===== config.mk =====
export PLATFORM = sky130hd
export DESIGN_NAME = pzc_port_zero
export DESIGN_NICKNAME = d
export VERILOG_FILES = /design/src/rtl/pzc_pkg.sv /design/src/rtl/pzc_pin_cell.sv /design/src/rtl/pzc_cmp_gate.sv /design/src/rtl/pzc_port_zero.sv
export SDC_FILE = /design/constraint.sdc
export NUM_CORES = 1
export LEC_CHECK = 0
export BUFFER_PORTS_ARGS = -buffer_cell sky130_fd_sc_hd__buf_2
export CORE_ASPECT_RATIO = 0.8
export CORE_UTILIZATION = 50
export DETAILED_ROUTE_END_ITERATION = 6
export PLACE_DENSITY = 0.92
export SYNTH_ARGS = -nofsm -noshare
export SYNTH_HDL_FRONTEND = slang
export SYNTH_HIERARCHICAL = 1
export SYNTH_SLANG_ARGS = --single-unit

===== constraint.sdc =====
create_clock -name clk_sys_i -period 2.12 [get_ports clk_sys_i]
set_input_delay 0.212 -clock clk_sys_i [delete_from_list [all_inputs] [get_ports clk_sys_i]]
set_output_delay 0.212 -clock clk_sys_i [all_outputs]
set_load 0.005 [all_outputs]

===== src/rtl/pzc_pkg.sv =====
// package of constants for the port zero pin control block
//
// Contract
// - pin levels always feed interrupt circuit
// - pull-up bit one connects pull-up
// - driven low pin drops its pull-up
// - group one enabled when enable-bar zero
// - group one disabled when enable-bar one
// - group two needs both bits zero
// - group two disabled by either bit
// - normal data read returns pin state
// - read-modify-write read returns output latch
// - other registers except status read back last write
// - direction one drives latch, zero inputs
// - reset clears all direction bits
package pzc_pkg;
  // register byte offsets on the apb bus
  localparam logic [7:0] PZC_OFS_DATA    = 8'h00;  // port_zero_pin_data, normal read
  localparam logic [7:0] PZC_OFS_DIR     = 8'h04;  // port_zero_direction
  localparam logic [7:0] PZC_OFS_PULL    = 8'h08;  // port_zero_pullup_enable
  localparam logic [7:0] PZC_OFS_AIDIS   = 8'h0c;  // analog_input_disable_low
  localparam logic [7:0] PZC_OFS_CMP     = 8'h10;  // comparator control bits
  localparam logic [7:0] PZC_OFS_DATA_RMW= 8'h14;  // port_zero_pin_data, latch read
  localparam logic [7:0] PZC_OFS_STAT    = 8'h18;  // comparator path status, read only
  // reset values
  localparam logic [7:0] PZC_RST_DATA    = 8'h00;
  localparam logic [7:0] PZC_RST_DIR     = 8'h00;
  localparam logic [7:0] PZC_RST_PULL    = 8'h00;
  localparam logic [7:0] PZC_RST_AIDIS   = 8'h00;
  localparam logic [3:0] PZC_RST_CMP     = 4'h0;
  // comparator control field positions
  localparam int PZC_CMP_CH0_EN_N = 0;   // ch zero analog input enable, active low
  localparam int PZC_CMP_CH0_NSEL = 1;   // ch zero negative source select
  localparam int PZC_CMP_CH1_EN_N = 2;   // ch one analog input enable, active low
  localparam int PZC_CMP_CH1_NSEL = 3;   // ch one negative source select
  // comparator pin positions within the port
  localparam int PZC_PIN_G1_CH0 = 0;     // port_zero_bit_zero, group one
  localparam int PZC_PIN_G2_CH0 = 1;     // port_zero_bit_one, group two
  localparam int PZC_PIN_G1_CH1 = 3;     // port_zero_bit_three, group one
  localparam int PZC_PIN_G2_CH1 = 4;     // port_zero_bit_four, group two
  // apb slave states
  typedef enum logic [1:0] {
    PZC_ST_IDLE   = 2'b00,
    PZC_ST_ACCESS = 2'b01,
    PZC_ST_DONE   = 2'b10
  } pzc_apb_state_e;
endpackage


===== src/rtl/pzc_pin_cell.sv =====
// one pin of port zero: drive enable and pull-up gating
`timescale 1ns/10ps
`default_nettype none
module pzc_pin_cell
  import pzc_pkg::*;
(
  input  wire logic latch_i,      // output latch bit
  input  wire logic dir_i,        // direction bit, one is output
  input  wire logic pull_i,       // pull-up enable bit
  output logic      pad_out_o,    // value driven to pad
  output logic      pad_oe_n_o,   // pad enable, low while driving
  output logic      pull_on_o     // pull-up connect
);
  // drive the latch only when the pin is an output
  always_comb begin
    pad_out_o  = latch_i;
    pad_oe_n_o = ~dir_i;
    pull_on_o  = pull_i & ~(dir_i & ~latch_i);
  end
endmodule
`default_nettype wire


===== src/rtl/pzc_cmp_gate.sv =====
// comparator input path enables for the four comparator pins
`timescale 1ns/10ps
`default_nettype none
module pzc_cmp_gate
  import pzc_pkg::*;
(
  input  wire logic [3:0] cmp_ctrl_i,   // comparator control bits
  output logic      [7:0] cmp_en_o      // per pin comparator path enable
);
  // data and direction take no part here
  always_comb begin
    cmp_en_o = 8'h00;
    cmp_en_o[PZC_PIN_G1_CH0] = ~cmp_ctrl_i[PZC_CMP_CH0_EN_N];
    cmp_en_o[PZC_PIN_G1_CH1] = ~cmp_ctrl_i[PZC_CMP_CH1_EN_N];
    cmp_en_o[PZC_PIN_G2_CH0] = ~(cmp_ctrl_i[PZC_CMP_CH0_EN_N] | cmp_ctrl_i[PZC_CMP_CH0_NSEL]);
    cmp_en_o[PZC_PIN_G2_CH1] = ~(cmp_ctrl_i[PZC_CMP_CH1_EN_N] | cmp_ctrl_i[PZC_CMP_CH1_NSEL]);
  end
endmodule
`default_nettype wire


===== src/rtl/pzc_port_zero.sv =====
// port zero pin control top with apb register slave
`timescale 1ns/10ps
`default_nettype none
module pzc_port_zero
  import pzc_pkg::*;
(
  input  wire logic        clk_sys_i,        // system clock, 25 mhz
  input  wire logic        nrst_i,           // synchronous reset, active low
  // apb slave
  input  wire logic        psel_i,           // select
  input  wire logic        penable_i,        // access phase
  input  wire logic        pwrite_i,         // write direction
  input  wire logic [7:0]  paddr_i,          // byte address
  input  wire logic [31:0] pwdata_i,         // write data
  output logic      [31:0] prdata_o,         // read data
  output logic             pready_o,         // transfer done
  output logic             pslverr_o,        // unmapped address
  // pads
  input  wire logic [7:0]  pad_in_i,         // pin levels
  output logic      [7:0]  pad_out_o,        // pin drive values
  output logic      [7:0]  pad_oe_n_o,       // pin enables, low drives
  output logic      [7:0]  pull_on_o,        // pull-up connects
  // peripherals
  output logic      [7:0]  ext_int_lvl_o,    // levels to interrupt circuit
  output logic      [7:0]  cmp_path_en_o,    // comparator input path enables
  output logic      [7:0]  analog_in_en_o    // analog input enable per pin
);
  //////////////////////////////////////////////////////////////////////////////
  // registers
  logic [7:0]      latch_ff;     // output latch
  logic [7:0]      dir_ff;       // direction
  logic [7:0]      pull_ff;      // pull-up enable
  logic [7:0]      aidis_ff;     // analog input disable
  logic [3:0]      cmp_ff;       // comparator control bits
  pzc_apb_state_e  state_ff;     // apb slave state
  pzc_apb_state_e  nxt_state;    // next apb state
  logic [7:0]      pin_out_w;    // cell drive values
  logic [7:0]      pin_oe_n_w;   // cell enables
  logic [7:0]      pin_pull_w;   // cell pull-ups
  logic [7:0]      cmp_en_w;     // comparator gate result
  logic [31:0]     rd_w;         // read mux
  logic            hit_w;        // address mapped
  logic            wr_w;         // write commits this edge

  // address decode, used for write and error
  function automatic logic pzc_mapped(input logic [7:0] a);
    case (a)
      PZC_OFS_DATA, PZC_OFS_DIR, PZC_OFS_PULL, PZC_OFS_AIDIS,
      PZC_OFS_CMP, PZC_OFS_DATA_RMW, PZC_OFS_STAT: pzc_mapped = 1'b1;
      default: pzc_mapped = 1'b0;
    endcase
  endfunction

  //////////////////////////////////////////////////////////////////////////////
  // apb state: setup, access, one answer cycle
  always_comb begin
    nxt_state = state_ff;
    case (state_ff)
      PZC_ST_IDLE: begin
        if (psel_i && penable_i) begin
          nxt_state = PZC_ST_ACCESS;
        end
      end
      PZC_ST_ACCESS: begin
        nxt_state = PZC_ST_DONE;
      end
      PZC_ST_DONE: begin
        nxt_state = PZC_ST_IDLE;
      end
      default: begin
        nxt_state = PZC_ST_IDLE;
      end
    endcase
  end

  // state register
  always_ff @(posedge clk_sys_i) begin
    if (!nrst_i) begin
      state_ff <= PZC_ST_IDLE;
    end else begin
      state_ff <= nxt_state;
    end
  end

  // write commits on the edge pready is seen high
  assign hit_w = pzc_mapped(paddr_i);
  assign wr_w  = (state_ff == PZC_ST_DONE) && psel_i && penable_i && pwrite_i && hit_w;

  //////////////////////////////////////////////////////////////////////////////
  // control registers
  // eight-bit writes, four-bit for comparator control, next edge
  always_ff @(posedge clk_sys_i) begin
    if (!nrst_i) begin
      latch_ff <= PZC_RST_DATA;
      dir_ff   <= PZC_RST_DIR;
      pull_ff  <= PZC_RST_PULL;
      aidis_ff <= PZC_RST_AIDIS;
      cmp_ff   <= PZC_RST_CMP;
    end else if (wr_w) begin
      case (paddr_i)
        PZC_OFS_DATA, PZC_OFS_DATA_RMW: begin
          latch_ff <= pwdata_i[7:0];
        end
        PZC_OFS_DIR: begin
          dir_ff <= pwdata_i[7:0];
        end
        PZC_OFS_PULL: begin
          pull_ff <= pwdata_i[7:0];
        end
        PZC_OFS_AIDIS: begin
          aidis_ff <= pwdata_i[7:0];
        end
        PZC_OFS_CMP: begin
          cmp_ff <= pwdata_i[3:0];
        end
        default: begin
          latch_ff <= latch_ff;
        end
      endcase
    end
  end

  //////////////////////////////////////////////////////////////////////////////
  // read mux
  always_comb begin
    rd_w = 32'h0000_0000;
    case (paddr_i)
      PZC_OFS_DATA:     rd_w[7:0] = pad_in_i;
      PZC_OFS_DATA_RMW: rd_w[7:0] = latch_ff;
      PZC_OFS_DIR:      rd_w[7:0] = dir_ff;
      PZC_OFS_PULL:     rd_w[7:0] = pull_ff;
      PZC_OFS_AIDIS:    rd_w[7:0] = aidis_ff;
      PZC_OFS_CMP:      rd_w[3:0] = cmp_ff;
      PZC_OFS_STAT:     rd_w[7:0] = cmp_en_w & ~aidis_ff;
      default:          rd_w = 32'h0000_0000;
    endcase
  end

  // answer registers, pready high one cycle in done state
  always_ff @(posedge clk_sys_i) begin
    if (!nrst_i) begin
      prdata_o  <= 32'h0000_0000;
      pready_o  <= 1'b0;
      pslverr_o <= 1'b0;
    end else begin
      pready_o  <= (nxt_state == PZC_ST_DONE);
      pslverr_o <= (nxt_state == PZC_ST_DONE) && !hit_w;
      if (nxt_state == PZC_ST_DONE) begin
        prdata_o <= rd_w;
      end
    end
  end

  //////////////////////////////////////////////////////////////////////////////
  // pin cells, one per bit
  genvar gi;
  generate
    for (gi = 0; gi < 8; gi++) begin : g_pin
      pzc_pin_cell u_cell (
        .latch_i    (latch_ff[gi]),
        .dir_i      (dir_ff[gi]),
        .pull_i     (pull_ff[gi]),
        .pad_out_o  (pin_out_w[gi]),
        .pad_oe_n_o (pin_oe_n_w[gi]),
        .pull_on_o  (pin_pull_w[gi])
      );
    end
  endgenerate

  // comparator path enables
  pzc_cmp_gate u_cmp (
    .cmp_ctrl_i (cmp_ff),
    .cmp_en_o   (cmp_en_w)
  );

  //////////////////////////////////////////////////////////////////////////////
  // registered pin and peripheral outputs
  always_ff @(posedge clk_sys_i) begin
    if (!nrst_i) begin
      pad_out_o      <= 8'h00;
      pad_oe_n_o     <= 8'hff;
      pull_on_o      <= 8'h00;
      ext_int_lvl_o  <= 8'h00;
      cmp_path_en_o  <= 8'h00;
      analog_in_en_o <= 8'h00;
    end else begin
      pad_out_o      <= pin_out_w;
      pad_oe_n_o     <= pin_oe_n_w;
      pull_on_o      <= pin_pull_w;
      ext_int_lvl_o  <= pad_in_i;
      cmp_path_en_o  <= cmp_en_w;
      analog_in_en_o <= ~aidis_ff;
    end
  end
endmodule
`default_nettype wire


==> results of run 1 <==
-- stage by stage --
step                      setup WS, ps  utilization, %  cell area, sq um  hold slack, ps
after global placement             327            57.5              4330             429
after global routing               303            60.0              4520            60.5
after CTS                          408            60.0              4520            49.3
final                              408            60.0              4520            66.2
after floorplan                    545               -              4050             334
after detailed placement           232            57.5              4330             431
-- layout make-up --
class | instances | area share (%)
inverters | 16 | 1.33
clock buffers | 10 | 2.83
repair buffers | 93 | 11.0
well taps | 105 | 2.91
multi-input cells | 264 | 38.5
clock inverters | 6 | 1.36
flip-flops and latches | 95 | 42.1
-- worst register-to-register path: cells and delay by family (launching register included) --
kind	cells	cell delay (ps)
flops	1	350
mux	1	190
simple gates	3	1060
-- worst max path at each step --
stage	cells after the start	slack, ps	start	endpoint
3_5_place_dp	5	230	paddr_i[1]	aidis_ff[4]$_SDFFE_PN0P_
2_1_floorplan	5	550	paddr_i[4]	aidis_ff[0]$_SDFFE_PN0P_
5_1_grt	4	300	state_ff[0]$_SDFF_PN0_	cmp_ff[1]$_SDFFE_PN0P_
6_report	4	410	state_ff[0]$_SDFF_PN0_	aidis_ff[4]$_SDFFE_PN0P_
3_3_place_gp	5	330	paddr_i[1]	aidis_ff[0]$_SDFFE_PN0P_
4_1_cts	4	410	state_ff[0]$_SDFF_PN0_	aidis_ff[4]$_SDFFE_PN0P_
-- cell usage in the layout (no fill, tap or decap), drive strengths merged, types with 2 or more instances in the layout --
| master | count |
|---|---|
| dfxtp | 95 |
| buf | 93 |
| nand2 | 53 |
| mux2i | 40 |
| and2 | 33 |
| conb | 28 |
| inv | 16 |
| nand2b | 12 |
| nor2b | 12 |
| nor2 | 11 |
| clkbuf | 10 |
| o21a | 8 |
| o21ai | 6 |
| a21oi | 6 |
| nand3b | 5 |
| nand3 | 5 |
| mux2 | 4 |
| clkinv | 4 |
| a32oi | 3 |
| mux4 | 3 |
| a22o | 3 |
| nor3 | 2 |
| nand4 | 2 |
| a22oi | 2 |
| and3b | 2 |
| nand4b | 2 |
| o211ai | 2 |
| a21boi | 2 |
| nor3b | 2 |
| or3 | 2 |
| nor4 | 2 |
-- cells by family (layout without fill, tap and decap cells) --
| family | Yosys count | count (layout) | synth area share, % |
|---|---|---|---|
| AO/OA/AOI/OAI | 40 | 40 | 7.18 |
| flip-flops | 95 | 95 | 48.1 |
| multiplexers | 47 | 47 | 13.0 |
| buffers and inverters | 72 | 125 | 10.4 |
| other | 2 | 28 | 0.190 |
| AND/OR/NAND/NOR | 148 | 148 | 20.9 |
| XOR/XNOR | 1 | 1 | 0.221 |
-- state kept, by name, indices dropped and copies added (netlist names) --
name            cells
ext_int_lvl_o       8
pull_ff             8
pull_on_o           8
cmp_ff              4
aidis_ff            8
prdata_o            8
pad_out_o           8
pad_oe_n_o          8
state_ff            2
pslverr_o           1
analog_in_en_o      8
dir_ff              8
latch_ff            8
cmp_path_en_o       8
-- power breakdown --
part / leakage, nW / total (mW) / internal [mW] / switching [mW]
combinational: 1.32 / 0.219 / 0.0895 / 0.129
sequential: 0.774 / 1.82 / 1.81 / 0.00767
clock: 0.0960 / 1.14 / 0.541 / 0.599
total: 2.19 / 3.18 / 2.44 / 0.736
-- routing by layer --
metal	wire length [microns]	vias to the layer above	part of all wire, %	global-route usage (%)
met2	4140	100	50	37.1
met1	3450	1397	42	23.2
met5	0	-	0	0
li1	-	1432	-	-
met3	465	18	5.7	6.81
met4	163	0	2.0	9.13
==> results.cfg, run 1 <==
[layout]
multi_input_comb_area_sq_um = 1740
diodes = 0
seq_area_sq_um = 1900
nFillCells = 666
syn2layout_area_growth_pct = 14.2
drive_gt1_share_pct = 25.0
fin_cells = 589
nNetsFinal = 532

[setup_path]
endpoint_kind = flop
cpPeakStageDelay_ps = 550
ff2ff_path_depth = 4
cp_top_family = simple AND/OR/NAND/NOR gates
critPathBufInv = 0
path_class = flop to flop
regToRegSetupSlack_ps = 410
path_max_fanout = 8
reg2reg_to = aidis_ff[4]$_SDFFE_PN0P_
cp.required_ps = 2360
crit_path_cell_trace = nand3b_1, nor4_4, nand3_4, mux2i_1
r2r_start = state_ff[0]$_SDFF_PN0_
startpoint_type = flop
cp_slowest_cell = nor4_4
worst_ep_arrival_time_ps = 1950

[synth]
synth-edff-count = 0
yosys.area.top_type = dfxtp_1
yosysWarningCount = 6
synth_area_per_cell_sq_um = 9.77
synth_most_common_cell = dfxtp_1
synth_common_cells = dfxtp_1 (95), nand2_1 (51), mux2i_1 (40)
synth_area_leaders = dfxtp_1 (48%), mux2i_1 (10%), buf_4 (6.8%), and2_1 (5.2%), nand2_1 (4.8%)
yosysTopAreaCellShare_pct = 48.1
synthCells = 405
synth_cell_types = 48
syn-cell-area_sq_um = 3960
ys_seq_elements = 95
ys_async_sr_fraction_pct = 0
yosysSeqAreaShare_pct = 48.1
synth_top_flop_cell = dfxtp_1

[sta]
period_needed_ps = 1710
fmax_mhz = 584
finalHoldViolCount = 0
setup_viol = 0
fin_crit_sh_pct = 80.7
rsz0062_at_grt = no
clock_skew_ps = 10.8
tightest_slew_ps = 525
slew_headroom_pct = 64.8
slew_violations = 0
setup_tns_ps = 0

[route]
ant_nets = 0
firstDrtPassIters = 5
viasPerCell = 5.00
vias = 2947
wl_per_cell_microns = 14.0
route.detailed.drc = 0
initialDrtViolationCount = 155
drt-total-wl_microns = 8230

[cts]
cts_hold_repair.buffers = 0
cts_setup_buffers = 0
clk_latency_ps = 370
clk_path_buf_depth = 2
clkTransAtPathRegs_ps = 90
post_cts_resized = 0
clock_tree.root_cell = clkbuf_8
clock-sinks = 95
tritoncts = yes
htreeDepth = 3
numCtsBuffers = 9

[grt]
first_global_vias = 2789
antenna_found_initial = 0
grt_max_degree = 96
grt_pass1_wl_microns = 12900
grtUsageTotal_pct = 20.9
grt-ovfl-total = 0

[floorplanning]
initial_core_util_pct = 52.5
die_y_microns = 81.6
coreArea_sq_um = 7530
die_area_sq_um = 8270
pin_count = 135
dieWidth_microns = 101
row_count = 28

[place]
place_congestion = 0.914
place_inst = 573
io_buffers = 86
hpwl_microns = 6070

[power]
p_leak_nw = 2.19
vdd_drop_max_mv = 0.404
totalPowerFinal_mw = 3.18
cellPowerDensity_nw_per_um2 = 703

[run_status]
status = finished, final reports clean

[worst_hold_path]
whs_endpoint = ext_int_lvl_o[2]$_SDFF_PN0_
holdPathStages = 2
hp-class = primary input to flop
hp-start = pad_in_i[2]

[run]
cap_violations = 0
(Power assumes the default switching activity.)
==> inputs of run 2 (changes only) <==
CORE_UTILIZATION = 45   (was 50)
PLACE_DENSITY = 0.88   (was 0.92)
clock period = 1.5 ns   (was 2.12 ns; I/O delays follow)
==> run 2 against run 1 <==
Against the previous run: sequential cell count stayed put; first-iteration DRC count rose by 14%; largest power group unchanged; clock skew fell by 4.3 ps; sequential power rose by 41%; cell area rose by 5.8%; clock power grew 89%; combinational power grew 58%; hold slack worse by 49 ps; cell count increased by 4.1%.
==> results.cfg, run 2 (synthesis gave the netlist of run 1 again) <==
[route]
initialDrtViolationCount = 177
route.detailed.drc = 0
drt-total-wl_microns = 8690
ant_nets = 0
wl_per_cell_microns = 14.2
viasPerCell = 4.92
firstDrtPassIters = 4
vias = 3013

[grt]
grtUsageTotal_pct = 19.8
grt_util_met3_pct = 6.23
grt-ovfl-total = 0
met2_usage_pct = 34.8
grt_max_degree = 40
grt_use_met1_pct = 23.2
grt_pass1_wl_microns = 13800
grt.busiest_layer = met2
first_global_vias = 2901
antenna_found_initial = 0

[setup_path]
worst_ep_arrival_time_ps = 1680
critPathBufInv = 1
path_max_fanout = 8
cpPeakStageDelay_ps = 320
cp_top_family = simple AND/OR/NAND/NOR gates
startpoint_type = flop
cp.required_ps = 1740
cp_slowest_cell = dfxtp_1
endpoint_kind = flop
path_class = flop to flop
crit_path_cell_trace = nand3b_1, nor4_4, buf_6, nand3_4, mux2i_1

[floorplanning]
initial_core_util_pct = 46.4
pin_count = 135
die_y_microns = 85.9
die_area_sq_um = 9170
row_count = 30
dieWidth_microns = 107
coreArea_sq_um = 8520

[sta]
setup_slack_ps = 65.2
setup_viol = 0
rsz0062_at_grt = yes
fin_crit_sh_pct = 95.7
clock_skew_ps = 6.47
finalHoldViolCount = 0
period_needed_ps = 1430
holdWs_ps = 17.5
fmax_mhz = 697
slew_violations = 0

[power]
vdd_drop_max_mv = 0.566
p_leak_nw = 2.32
cellPowerDensity_nw_per_um2 = 1060

[place]
place_congestion = 0.873
preCtsSetupSlack_ps = -148
hpwl_microns = 6470
io_buffers = 86

[cts]
tritoncts = yes
clock_tree.root_cell = clkbuf_8
clk_latency_ps = 350
numCtsBuffers = 9
clkTransAtPathRegs_ps = 90
htreeDepth = 3
clock-sinks = 95
clk_path_buf_depth = 2

[worst_hold_path]
hp-class = primary input to flop

[layout]
seq_area_sq_um = 1900
syn2layout_area_growth_pct = 20.9
diodes = 0
nNetsFinal = 549
final_cell_mix = dfxtp_1 (95), buf_2 (86), nand2_1 (51)
drive_gt1_share_pct = 27.7
mostFrequentLayoutCell = dfxtp_1
multi_input_comb_area_sq_um = 1760
nFillCells = 740

[run]
cap_violations = 0

[run_status]
status = finished, final reports clean
[run 2: worst paths after layout]
| path | start | depth (start not counted) | endpoint | slack (ps) |
|---|---|---|---|---|
| worst min register to register | prdata_o[2]$_SDFFE_PN0P_ | 2 | prdata_o[2]$_SDFFE_PN0P_ | 470 |
| worst max register to register | state_ff[0]$_SDFF_PN0_ | 5 | aidis_ff[3]$_SDFFE_PN0P_ | 70 |
| worst min-delay path | pad_in_i[2] | 2 | ext_int_lvl_o[2]$_SDFF_PN0_ | 20 |
| worst max-delay path | state_ff[0]$_SDFF_PN0_ | 5 | aidis_ff[3]$_SDFFE_PN0P_ | 70 |
[run 2: repair_timing]
action                     CTS  global route
hold buffers                 2             0
hold endpoints to repair     2             0
pin swaps                    2             2
buffers inserted             0             0
setup endpoints to repair   17            12
gates resized for setup      2             3
[run 2: metal layers]
layer | vias up | wire length [microns]
li1 | 1462 | -
met1 | 1433 | 3500
met2 | 101 | 4490
met3 | 17 | 534
met4 | 0 | 162
met5 | - | 0
[run 2: layout make-up]
class | instances | area share, %
multi-input cells | 264 | 36.8
clock inverters | 7 | 3.01
inverters | 16 | 1.26
clock buffers | 9 | 2.59
repair buffers | 110 | 13.6
well taps | 112 | 2.93
flip-flops and latches | 95 | 39.8
[run 2: report_power, final]
part / switching [mW] / leakage (nW) / internal [mW]
logic: 0.192 / 1.42 / 0.155
registers: 0.00940 / 0.774 / 2.56
clock network: 0.874 / 0.126 / 1.28
total: 1.08 / 2.32 / 3.99
[run 2: stage by stage]
step           util (%)  cell area [sq um]  power, mW  setup TNS (ps)  std cells
6_report           56.1               4780       5.07               0        613
5_1_grt            56.1               4780       5.26           -25.3        613
4_1_cts            55.9               4760       5.11               0        613
3_5_place_dp       52.4               4470       2.96           -3870        595
3_3_place_gp       52.4               4470       2.96           -2570        595
2_1_floorplan         -               4060       2.87           -79.7        431
[run 2: worst register-to-register path, delay by kind of cell, from the launching register on]
| family | cells | cell delay (ps) |
|---|---|---|
| buf+inv | 1 | 170 |
| simple gates | 3 | 670 |
| mux | 1 | 180 |
| flops | 1 | 320 |
==> inputs of run 3 (changes only) <==
ABC_CLOCK_PERIOD_IN_PS = 1500   (was unset)
RECOVER_POWER = 25   (was unset)
==> run 3 against run 2 <==
Against the previous run: hold slack got worse by 2.7 ps; global-route usage unchanged; via count barely moved.
==> results.cfg, run 3 (synthesis gave the netlist of run 1 again) <==
[cts]
tritoncts = yes
htreeDepth = 3
clock-sinks = 95
clkTransAtPathRegs_ps = 90
numCtsBuffers = 9
clk_path_buf_depth = 2
clock_tree.root_cell = clkbuf_8
cts_setup_buffers = 0
clk_latency_ps = 360

[route]
initialDrtViolationCount = 185
vias = 3014
route.detailed.drc = 0
drt-total-wl_microns = 8760
firstDrtPassIters = 4
wl_per_cell_microns = 14.3
viasPerCell = 4.92
ant_nets = 0

[sta]
rsz0062_at_grt = yes
setup_viol = 0
fin_crit_sh_pct = 96.4
finalHoldViolCount = 0
period_needed_ps = 1450
clock_skew_ps = 7.01
slew_violations = 0
holdWs_ps = 14.8
setup_tns_ps = 0
tightest_slew_ps = 1000
fmax_mhz = 691
slew_headroom_pct = 33.3

[layout]
mostFrequentLayoutCell = dfxtp_1
syn2layout_area_growth_pct = 20.8
drive_gt1_share_pct = 27.3
diodes = 0
nNetsFinal = 549
final_cell_mix = dfxtp_1 (95), buf_2 (85), nand2_1 (51)

[floorplanning]
die_y_microns = 85.9
coreArea_sq_um = 8520
initial_core_util_pct = 46.4
dieWidth_microns = 107
pin_count = 135
die_area_sq_um = 9170
row_count = 30

[worst_hold_path]
hp-class = primary input to flop

[setup_path]
worst_ep_arrival_time_ps = 1690
cp_top_family = simple AND/OR/NAND/NOR gates
cpPeakStageDelay_ps = 320
endpoint_kind = flop
crit_path_cell_trace = nand3b_1, nor4_4, buf_6, nand3_4, mux2i_1
path_max_fanout = 8
critPathBufInv = 1
cp.required_ps = 1740
startpoint_type = flop
cp_slowest_cell = dfxtp_1
path_class = flop to flop

[grt]
first_global_vias = 2901
grt-ovfl-total = 0
grtUsageTotal_pct = 19.8
antenna_found_initial = 0
grt_max_degree = 40
grt_pass1_wl_microns = 13800

[run_status]
status = finished, final reports clean

[place]
hpwl_microns = 6470
io_buffers = 86
place_congestion = 0.873

[power]
p_leak_nw = 2.30
cellPowerDensity_nw_per_um2 = 1060
vdd_drop_max_mv = 0.566

[run]
cap_violations = 0
## run 3: cell type report
| cell class | count | area [sq um] |
|---|---|---|
| Tap cell | 112 | 140 |
| Fill cell | 743 | 3740 |
| Clock buffer | 9 | 124 |
| Timing Repair Buffer | 110 | 647 |
| Inverter | 16 | 60.1 |
| Clock inverter | 7 | 144 |
| Multi-Input combinational cell | 264 | 1760 |
| Sequential cell | 95 | 1900 |
## run 3: path summary, 6_finish.rpt
check / to / startpoint / depth (start not counted) / slack, ps
worst max-delay path: aidis_ff[3]$_SDFFE_PN0P_ / state_ff[0]$_SDFF_PN0_ / 5 / 50
worst min-delay path: ext_int_lvl_o[2]$_SDFF_PN0_ / pad_in_i[2] / 2 / 10
worst max register to register: aidis_ff[3]$_SDFFE_PN0P_ / state_ff[0]$_SDFF_PN0_ / 5 / 50
worst min register to register: prdata_o[2]$_SDFFE_PN0P_ / prdata_o[2]$_SDFFE_PN0P_ / 2 / 470
## run 3: metal layers
metal  GRT usage, %  share of wire [%]  vias to the layer above
li1               -                  -                     1460
met1           23.2                 41                     1437
met2           34.8                 51                      104
met3           6.23                6.5                       13
met4           5.60                1.7                        0
met5              0                  0                        -
## run 3: power breakdown
part           internal, mW  switching [mW]  total (mW)
sequential             2.56         0.00936        2.57
clock                  1.28           0.877        2.16
combinational         0.153           0.193       0.346
## run 3: per-stage QoR
step                utilization [%]  cell area [sq um]  power [mW]  setup slack, ps  instances
floorplan                         -               4060        2.87            -9.97        431
global placement               52.4               4470        2.96             -104        595
detailed placement             52.4               4470        2.96             -148        595
CTS                            55.9               4760        5.11             40.0        613
global route                   56.0               4780        5.25            -15.8        613
finish                         56.0               4780        5.07             53.7        613
## run 3: timing repair
action,CTS,global route
hold endpoints to repair,2,0
setup endpoints to repair,17,12
gates resized for setup,2,3
hold buffers,2,0
pin swaps,2,2
## run 3: worst reg2reg max path: stages, from the launching register on
cell,delay (ps)
dfxtp_1,320
nand3b_1,280
nor4_4,220
buf_6,170
nand3_4,170
mux2i_1,180
